[config.mk]
export PLATFORM = sky130hd
export DESIGN_NAME = obsc_loader
export DESIGN_NICKNAME = d
export VERILOG_FILES = /design/src/hdl/obsc_pkg.sv /design/src/hdl/obsc_loader.sv
export SDC_FILE = /design/constraint.sdc
export NUM_CORES = 1
export LEC_CHECK = 0
export BUFFER_PORTS_ARGS = -buffer_cell sky130_fd_sc_hd__buf_2
export CORE_ASPECT_RATIO = 0.8
export CORE_MARGIN = 2
export CORE_UTILIZATION = 55
export DETAILED_ROUTE_END_ITERATION = 10
export GPL_ROUTABILITY_DRIVEN = 0
export PLACE_DENSITY = 0.71
export SYNTH_ARGS = -nofsm -noshare
export SYNTH_HDL_FRONTEND = slang
export SYNTH_HIERARCHICAL = 1
export SYNTH_SLANG_ARGS = --single-unit
[constraint.sdc]
create_clock -name ref_clk -period 3.2 [get_ports ref_clk]
set_input_delay 0.8 -clock ref_clk [delete_from_list [all_inputs] [get_ports ref_clk]]
set_output_delay 0.8 -clock ref_clk [all_outputs]
set_load 0.005 [all_outputs]
[src/hdl/obsc_pkg.sv]
// Package for the start-up option loader: clock source codes, pin routing, timing.
// Assumes a single 20 MHz reference clock and a synchronous active-low reset.
package obsc_pkg;

    // ****************************************************************
    // Clock source selection
    // ****************************************************************
    typedef enum logic [1:0] {
        OBSC_SRC_INT_HS = 2'h0,
        OBSC_SRC_XTAL   = 2'h1,
        OBSC_SRC_EXT    = 2'h2
    } obsc_src_t;

    // ****************************************************************
    // Option word layout and reset values
    // ****************************************************************
    localparam int OBSC_OPT_W = 8;
    localparam int OBSC_SRC_LSB = 0;
    localparam int OBSC_WAIT_LSB = 2;
    localparam int OBSC_WAIT_W = 3;
    localparam logic [OBSC_OPT_W-1:0] OBSC_OPT_RST = 8'h00;

    // ****************************************************************
    // Timing
    // ****************************************************************
    localparam int OBSC_CLK_MHZ = 20;
    // Base unit of the stabilization wait, in microseconds
    localparam int OBSC_WAIT_UNIT_US = 16;
    localparam int OBSC_WAIT_UNIT_CYC = OBSC_WAIT_UNIT_US * OBSC_CLK_MHZ;
    // Cycles the non-volatile read takes before the option word is valid
    localparam int OBSC_READ_CYC = 4;
    localparam int OBSC_CNT_W = 24;

    // ****************************************************************
    // Grouped outputs
    // ****************************************************************
    typedef struct packed {
        logic pin_a_clock;
        logic pin_b_clock;
        logic port_a_en;
        logic port_b_en;
    } obsc_pins_t;

endpackage

[src/hdl/obsc_loader.sv]
// Start-up option loader: reads the option word after reset release, picks the clock
// source, runs the oscillator wait and routes the two oscillator pins.
// Assumes the option store answers with opt_data valid OBSC_READ_CYC cycles after release.
`timescale 1ns/1ps

module obsc_loader #(
    parameter int WAIT_SCALE = obsc_pkg::OBSC_WAIT_UNIT_CYC
) (
    // Clock and reset
    input wire logic ref_clk,
    input wire logic rst_n,
    // Option store
    input wire logic [obsc_pkg::OBSC_OPT_W-1:0] opt_data,
    output logic opt_read,
    // Start-up results
    output obsc_pkg::obsc_src_t clk_src,
    output obsc_pkg::obsc_pins_t pin_route,
    output logic cpu_reset_n,
    output logic opt_loaded
);

    // ****************************************************************
    // Sequencer
    // ****************************************************************
    typedef enum logic [1:0] {
        OBSC_ST_READ = 2'h0,
        OBSC_ST_WAIT = 2'h1,
        OBSC_ST_RUN  = 2'h2
    } obsc_state_t;

    localparam obsc_pkg::obsc_pins_t PINS_PORT = '{pin_a_clock: 1'b0, pin_b_clock: 1'b0,
        port_a_en: 1'b1, port_b_en: 1'b1};
    localparam obsc_pkg::obsc_pins_t PINS_XTAL = '{pin_a_clock: 1'b1, pin_b_clock: 1'b1,
        port_a_en: 1'b0, port_b_en: 1'b0};
    localparam obsc_pkg::obsc_pins_t PINS_EXT = '{pin_a_clock: 1'b1, pin_b_clock: 1'b0,
        port_a_en: 1'b0, port_b_en: 1'b1};

    obsc_state_t state_reg;
    obsc_state_t state_next;
    logic [obsc_pkg::OBSC_CNT_W-1:0] cnt_reg;
    logic [obsc_pkg::OBSC_CNT_W-1:0] cnt_next;
    logic [obsc_pkg::OBSC_CNT_W-1:0] wait_last_dec;
    logic [obsc_pkg::OBSC_OPT_W-1:0] opt_reg;
    logic [1:0] clk_src_reg;
    obsc_pkg::obsc_src_t src_dec;
    obsc_pkg::obsc_pins_t pins_dec;
    logic [obsc_pkg::OBSC_WAIT_W-1:0] wait_sel;
    logic read_done;
    logic latch_en;
    logic wait_done;

    // ****************************************************************
    // Option decode
    // ****************************************************************
    assign src_dec = obsc_pkg::obsc_src_t'(opt_data[obsc_pkg::OBSC_SRC_LSB +: 2]);
    assign wait_sel = opt_reg[obsc_pkg::OBSC_WAIT_LSB +: obsc_pkg::OBSC_WAIT_W];
    assign read_done = (cnt_reg == obsc_pkg::OBSC_CNT_W'(obsc_pkg::OBSC_READ_CYC - 1));
    assign latch_en = (state_reg == OBSC_ST_READ) && read_done;

    // Wait length doubles per code step; code 0 still waits one unit
    assign wait_last_dec = obsc_pkg::OBSC_CNT_W'((WAIT_SCALE << wait_sel) - 1);
    assign wait_done = (cnt_reg == wait_last_dec);

    // Code 3 has no oscillator behind it, so its pins fall back to ports
    always_comb begin
        pins_dec = PINS_PORT;
        case (src_dec)
            obsc_pkg::OBSC_SRC_XTAL: begin
                pins_dec = PINS_XTAL;
            end
            obsc_pkg::OBSC_SRC_EXT: begin
                pins_dec = PINS_EXT;
            end
            default: begin
                pins_dec = PINS_PORT;
            end
        endcase
    end

    // ****************************************************************
    // State sequencing
    // ****************************************************************
    always_comb begin
        state_next = state_reg;
        cnt_next = cnt_reg + 1'b1;
        case (state_reg)
            OBSC_ST_READ: begin
                if (read_done) begin
                    cnt_next = '0;
                    if (src_dec == obsc_pkg::OBSC_SRC_XTAL) begin
                        state_next = OBSC_ST_WAIT;
                    end else begin
                        state_next = OBSC_ST_RUN;
                    end
                end
            end
            OBSC_ST_WAIT: begin
                if (wait_done) begin
                    state_next = OBSC_ST_RUN;
                end
            end
            OBSC_ST_RUN: begin
                cnt_next = cnt_reg;
            end
            default: begin
                state_next = OBSC_ST_READ;
                cnt_next = '0;
            end
        endcase
    end

    // Synchronous reset: a low pin anywhere before the read finishes restarts the read
    always_ff @(posedge ref_clk) begin
        if (!rst_n) begin
            state_reg <= OBSC_ST_READ;
        end else begin
            state_reg <= state_next;
        end
    end

    always_ff @(posedge ref_clk) begin
        if (!rst_n) begin
            cnt_reg <= '0;
        end else begin
            cnt_reg <= cnt_next;
        end
    end

    // ****************************************************************
    // Option latch
    // ****************************************************************
    // Captured only on the read step, so later pin noise cannot change the clock choice
    obsc_hold_reg #(
        .W(obsc_pkg::OBSC_OPT_W),
        .RST_VAL(obsc_pkg::OBSC_OPT_RST)
    ) i_opt_hold (
        .clk(ref_clk),
        .rst_n(rst_n),
        .load(latch_en),
        .d(opt_data),
        .q(opt_reg)
    );

    obsc_hold_reg #(
        .W(1),
        .RST_VAL(1'b0)
    ) i_loaded_hold (
        .clk(ref_clk),
        .rst_n(rst_n),
        .load(latch_en),
        .d(1'b1),
        .q(opt_loaded)
    );

    // ****************************************************************
    // Selection outputs
    // ****************************************************************
    // Until the option is loaded the pins stay as ports, the harmless default
    obsc_hold_reg #(
        .W(2),
        .RST_VAL(2'h0)
    ) i_src_hold (
        .clk(ref_clk),
        .rst_n(rst_n),
        .load(latch_en),
        .d(src_dec),
        .q(clk_src_reg)
    );

    assign clk_src = obsc_pkg::obsc_src_t'(clk_src_reg);

    obsc_hold_reg #(
        .W(4),
        .RST_VAL(PINS_PORT)
    ) i_pins_hold (
        .clk(ref_clk),
        .rst_n(rst_n),
        .load(latch_en),
        .d(pins_dec),
        .q(pin_route)
    );

    // ****************************************************************
    // Outputs
    // ****************************************************************
    always_ff @(posedge ref_clk) begin
        if (!rst_n) begin
            cpu_reset_n <= 1'b0;
        end else begin
            cpu_reset_n <= (state_next == OBSC_ST_RUN);
        end
    end

    assign opt_read = (state_reg == OBSC_ST_READ) && rst_n;

endmodule

// ****************************************************************
// Load-once register
// ****************************************************************
// Set to RST_VAL by reset, loaded on the latch step, then frozen until the next reset
module obsc_hold_reg #(
    parameter int W = 1,
    parameter logic [W-1:0] RST_VAL = '0
) (
    // Clock and reset
    input wire logic clk,
    input wire logic rst_n,
    // Load control
    input wire logic load,
    input wire logic [W-1:0] d,
    // Held value
    output logic [W-1:0] q
);

    always_ff @(posedge clk) begin
        if (!rst_n) begin
            q <= RST_VAL;
        end else if (load) begin
            q <= d;
        end
    end

endmodule

==> results_dict.tcl, run 1 <==
set metrics [dict create \
    worstPathArrival_ps 2530 \
    p_seq_share_pct 48.3 \
    crit_type "flip-flop to flip-flop" \
    diodes 0 \
    cpPeakStageDelay_ps 670 \
    yosysWarnings 6 \
    ctsHoldBuffers 0 \
    timing.hold.ws_ps 489.2 \
    cp.depth 6 \
    insertion_delay_ps 290 \
    synth_area_sq_um 2192 \
    die-area_sq_um 4510 \
    final_common_cell "dfxtp_1" \
    cp_common_cell "or4_1" \
    switchingPower_uw 293.1 \
    r2r_slack_ps 850 \
    cts_tree "done" \
    cellLeakagePower_uw 0.0008648 \
    largest_reg_flops 24 \
    fin_setup_tns_ps 0 \
    min_period_ps 2353 \
    tightest_slew_ps 914.2 \
    clock_skew_ps 4.987 \
    antenna_found_initial 0 \
    power.total_uw 1050 \
    drt_pre_antenna_iters 4 \
    crit_fanout 6 \
    status "finished clean" \
    finalWorstSetupSlack_ps 847.3 \
    rsz0062_at_grt "false" \
    ctsResizeCount 0 \
    min-delay-path-class "flip-flop to flip-flop" \
    syn_area_per_cell_sq_um 8.303 \
    start_kind "flip-flop" \
    cp.required_ps 3380 \
    synth_nets 278 \
    detailed_place_hpwl_um 3347 \
    cts.sinks 37 \
    r2r-end "cnt_reg[20]" \
    vias 1947 \
    finalSetupViolations 0 \
    rr_worst_depth 6 \
    gr-total-overflow 0 \
    rows 20 \
    p_per_area_nw_per_um2 451.0 \
    slew_viol_final 0 \
    die_w_um 74.59 \
    power_frac_clock_pct 34.1 \
    p_int_uw 756.5 \
    max_cap_violations 0 \
    critical_path.slowest_cell "or4_1" \
    wl_per_cell_um 14.25 \
    numCtsBuffers 5 \
    crit_buf_inv 0 \
    clock_path_buffers 2 \
    cts_root_buf "clkbuf_8" \
    cts_setup_buffers 0 \
    wl_um 4673 \
    syn_inst 264 \
    n_fill_cell 376 \
    grt_first_pass_wirelength_um 7872 \
    hold_violations 0 \
    grt_max_degree 28 \
    viasPerCell 5.936 \
    crit_chain "ha_1 -> nand3_2 -> or4_1 -> or4_1 -> a21oi_1 -> mux2i_1" \
    ir_drop_mv 0.3591 \
    dpl_worst_slack_ps 870.2 \
    slew_headroom_pct 39.05 \
    coreArea_sq_um 3804 \
    start_util_pct 57.63 \
    critical-path-top-delay-family "simple AND/OR/NAND/NOR gates" \
    drc 0 \
    layout-drive-gt1-share_pct 12.45 \
    syn2layout_area_growth_pct 6.164 \
    grt_use_total_pct 22.96 \
    grt_pass1_vias 1637 \
    startpoint "cnt_reg[0]" \
    crit_end "cnt_reg[20]" \
    portBuffers 15 \
    fin_nets 286 \
    end_kind "flip-flop" \
    r2r-start "cnt_reg[0]" \
    ant_nets 0 \
    drtIter0Drc 110 \
    fp.dieH_um 60.47 \
    mostFrequentLayoutCells "dfxtp_1 (37), nand2_1 (26), o21ai_0 (15), buf_2 (15)" \
    h-tree-depth 2 \
    power.combinational.fraction_pct 17.5 \
    max_clock_freq_ghz 0.4251 \
    ios 19 \
    min_period_over_period_pct 73.52 \
    path_clk_slew_ps 70 \
    p_sw_share_pct 27.92 \
]
[tightest hold or removal path, cell delays in order, from the launching register on]
cell and delay [ps]:
dfxtp_1 340, mux2i_1 70, nand2_1 60
[layout make-up]
cell class                 instances  area, sq um  share of cell area [%]
clock buffer                       7        96.34                   4.140
clock inverter                     1        5.005                  0.2151
inverter                          11        41.29                   1.774
multi-input combinational        199         1277                   54.89
sequential                        37        740.7                   31.83
tap                               55        68.82                   2.957
timing repair buffer              18        97.59                   4.194
[layer usage]
layer  GRT usage (%)  vias to the layer above  share of wire [%]
met4           8.418                        0                1.2
met5               0                        -                  0
met2           30.59                       61                 40
met1           35.44                      899                 52
met3           5.482                        7                6.5
li1                -                      980                  -
[worst min path at each step]
stage	from	end	slack, ps	cells after the start
2_1_floorplan	cnt_reg[23]	cnt_reg[23]	440	1
3_3_place_gp	i_pins_hold/q[1]	i_pins_hold/q[1]	450	2
3_5_place_dp	i_pins_hold/q[1]	i_pins_hold/q[1]	470	2
4_1_cts	i_pins_hold/q[1]	i_pins_hold/q[1]	490	2
5_1_grt	cnt_reg[19]	cnt_reg[19]	510	1
6_report	i_pins_hold/q[1]	i_pins_hold/q[1]	490	2
[stage by stage]
step,cells,util [%],cell area [sq um]
final,328,61.18,2327
after global routing,328,61.18,2327
after CTS,328,61.18,2327
after detailed placement,320,58.52,2226
after global placement,320,58.52,2226
after floorplan,264,-,2192
[power groups by stage]
| stage | Sequential (uW) | Combinational, uW | Clock (uW) |
|---|---|---|---|
| 2_1_floorplan | 507 | 156 | 0 |
| 3_3_place_gp | 516 | 179 | 0 |
| 3_5_place_dp | 518 | 183 | 0 |
| 4_1_cts | 507 | 183 | 366 |
| 5_1_grt | 510 | 207 | 387 |
| 6_report | 507 | 184 | 358 |
Note: power is estimated with default switching activity, not from simulation.
==> inputs of run 2 (changes only) <==
Clock period 3.2 ns to 2.2 ns, I/O delays scaled along.
==> run 2 against run 1 <==
Against the previous run: first-iteration DRC count is 8.2% higher; sequential share of layout area down 2.3 points; non-clock buffer count grew 24; clock power increased by 29%; core utilization rose by 4.8 points.
==> results_dict.tcl, run 2 (synthesis results as in run 1) <==
set metrics [dict create \
    status "finished clean" \
    p_seq_share_pct 47.6 \
    hold_path_end "i_pins_hold/q[1]" \
    ir_drop_mv 0.5271 \
    final_common_cell "dfxtp_1" \
    clock_skew_ps 6.779 \
    slew_viol_final 0 \
    grt_first_pass_wirelength_um 8017 \
    layout-drive-gt1-share_pct 19.87 \
    dpl_cell_area_sq_um 2421 \
    place_inst 344 \
    fin_setup_tns_ps 0 \
    fp.dieH_um 60.47 \
    max_cap_violations 0 \
    power.combinational.fraction_pct 21.9 \
    r2r-start "cnt_reg[0]" \
    antenna_found_initial 0 \
    wl_per_cell_um 13.60 \
    viasPerCell 5.710 \
    gr-total-overflow 0 \
    cts_tree "done" \
    crit_fanout 4 \
    vias 2010 \
    power.total_uw 1514 \
    grt_pass1_vias 1684 \
    numCtsBuffers 5 \
    detailed_place_hpwl_um 3447 \
    hold_violations 0 \
    clock_path_buffers 2 \
    worstPathArrival_ps 2240 \
    power_frac_clock_pct 30.5 \
    switchingPower_uw 440.3 \
    rsz0062_at_grt "false" \
    r2r-end "cnt_reg[20]" \
    min_period_over_period_pct 93.89 \
    fin_nets 310 \
    cts_root_buf "clkbuf_8" \
    die-area_sq_um 4510 \
    p_int_uw 1074 \
    largest_reg_flops 24 \
    instances_no_fill 352 \
    max_clock_freq_ghz 0.4842 \
    r2r_slack_ps 130 \
    start_util_pct 57.63 \
    end_kind "flip-flop" \
    finalSetupViolations 0 \
    n_fill_cell 349 \
    p_sw_share_pct 29.08 \
    mostFrequentLayoutCells "dfxtp_1 (37), nand2_1 (26), buf_4 (26), o21ai_0 (15), buf_2 (15)" \
    path_clk_slew_ps 70 \
    drt_pre_antenna_iters 5 \
    portBuffers 15 \
    coreArea_sq_um 3804 \
    hold_depth 2 \
    diodes 0 \
    startpoint "cnt_reg[0]" \
    cts.sinks 37 \
    drtIter0Drc 119 \
    min_period_ps 2065 \
    slew_headroom_pct 64.71 \
    die_w_um 74.59 \
    syn2layout_area_growth_pct 14.50 \
    cp.required_ps 2380 \
    min-delay-path-class "flip-flop to flip-flop" \
    grt_use_total_pct 23.75 \
    rows 20 \
    start_kind "flip-flop" \
    rr_worst_depth 6 \
    finish.instance_area_sq_um 2510 \
    hold_start "i_pins_hold/q[1]" \
    tightest_slew_ps 529.4 \
    ant_nets 0 \
    ctsHoldBuffers 0 \
    insertion_delay_ps 290 \
    p_per_area_nw_per_um2 603.3 \
    h-tree-depth 2 \
    cellLeakagePower_uw 0.0009824 \
    fin_util_pct 65.99 \
    crit_type "flip-flop to flip-flop" \
    ios 19 \
    grt_max_degree 21 \
    wl_um 4788 \
    drc 0 \
]
==> run 2: cell types whose count changed in the layout (fill, tap and decap cells not counted), sizes merged <==
cell	previous run	this run
clkbuf	7	6
buf	18	42
clkinv	1	2
==> run 2: per-layer routing <==
metal  global-route usage (%)  share of wire (%)  routed length [um]  vias up
li1                         -                  -                   -     1030
met1                    35.67                 51                2438      934
met2                    32.36                 42                2026       44
met3                    7.973                6.3                 300        2
met4                    6.122               0.46                  22        0
met5                        0                  0                   0        -
==> run 2: cell type report <==
cell class	instances	area, sq um	area share, %
repair buffers	42	290.3	11.57
clock inverters	2	10.01	0.3988
flip-flops and latches	37	740.7	29.51
clock buffers	6	72.57	2.891
multi-input cells	199	1286	51.25
well taps	55	68.82	2.742
inverters	11	41.29	1.645
==> run 2: power groups by stage <==
stage	registers, uW	logic (uW)	clock network [uW]
final	720	331	462
after global routing	723	368	511
after floorplan	738	228	0
after CTS	720	329	475
after global placement	734	321	0
after detailed placement	736	325	0
==> run 2: timing repair <==
action	CTS	global route
setup endpoints to repair	0	3
setup buffers	0	0
resized for setup	0	1
==> run 2: stage by stage <==
step	hold WS (ps)	worst slack [ps]
after floorplan	438.9	71.99
after global placement	449.5	171.9
after detailed placement	462.6	153.2
after CTS	481.4	134.3
after global routing	506.5	6.695
final	477.4	134.5
==> run 2: worst max-delay path by stage <==
stage / end / cells past startpoint
2_1_floorplan: cnt_reg[20] / 7
3_3_place_gp: cnt_reg[20] / 6
3_5_place_dp: cnt_reg[20] / 6
4_1_cts: cnt_reg[20] / 6
5_1_grt: i_src_hold/q[1] / 7
6_report: cnt_reg[20] / 6
==> run 2: critical path: stages, from the launching register on <==
cell	delay (ps)
dfxtp_1	340
ha_1	230
nand3_2	100
or4_1	570
or4_1	480
a21oi_1	150
mux2i_1	90
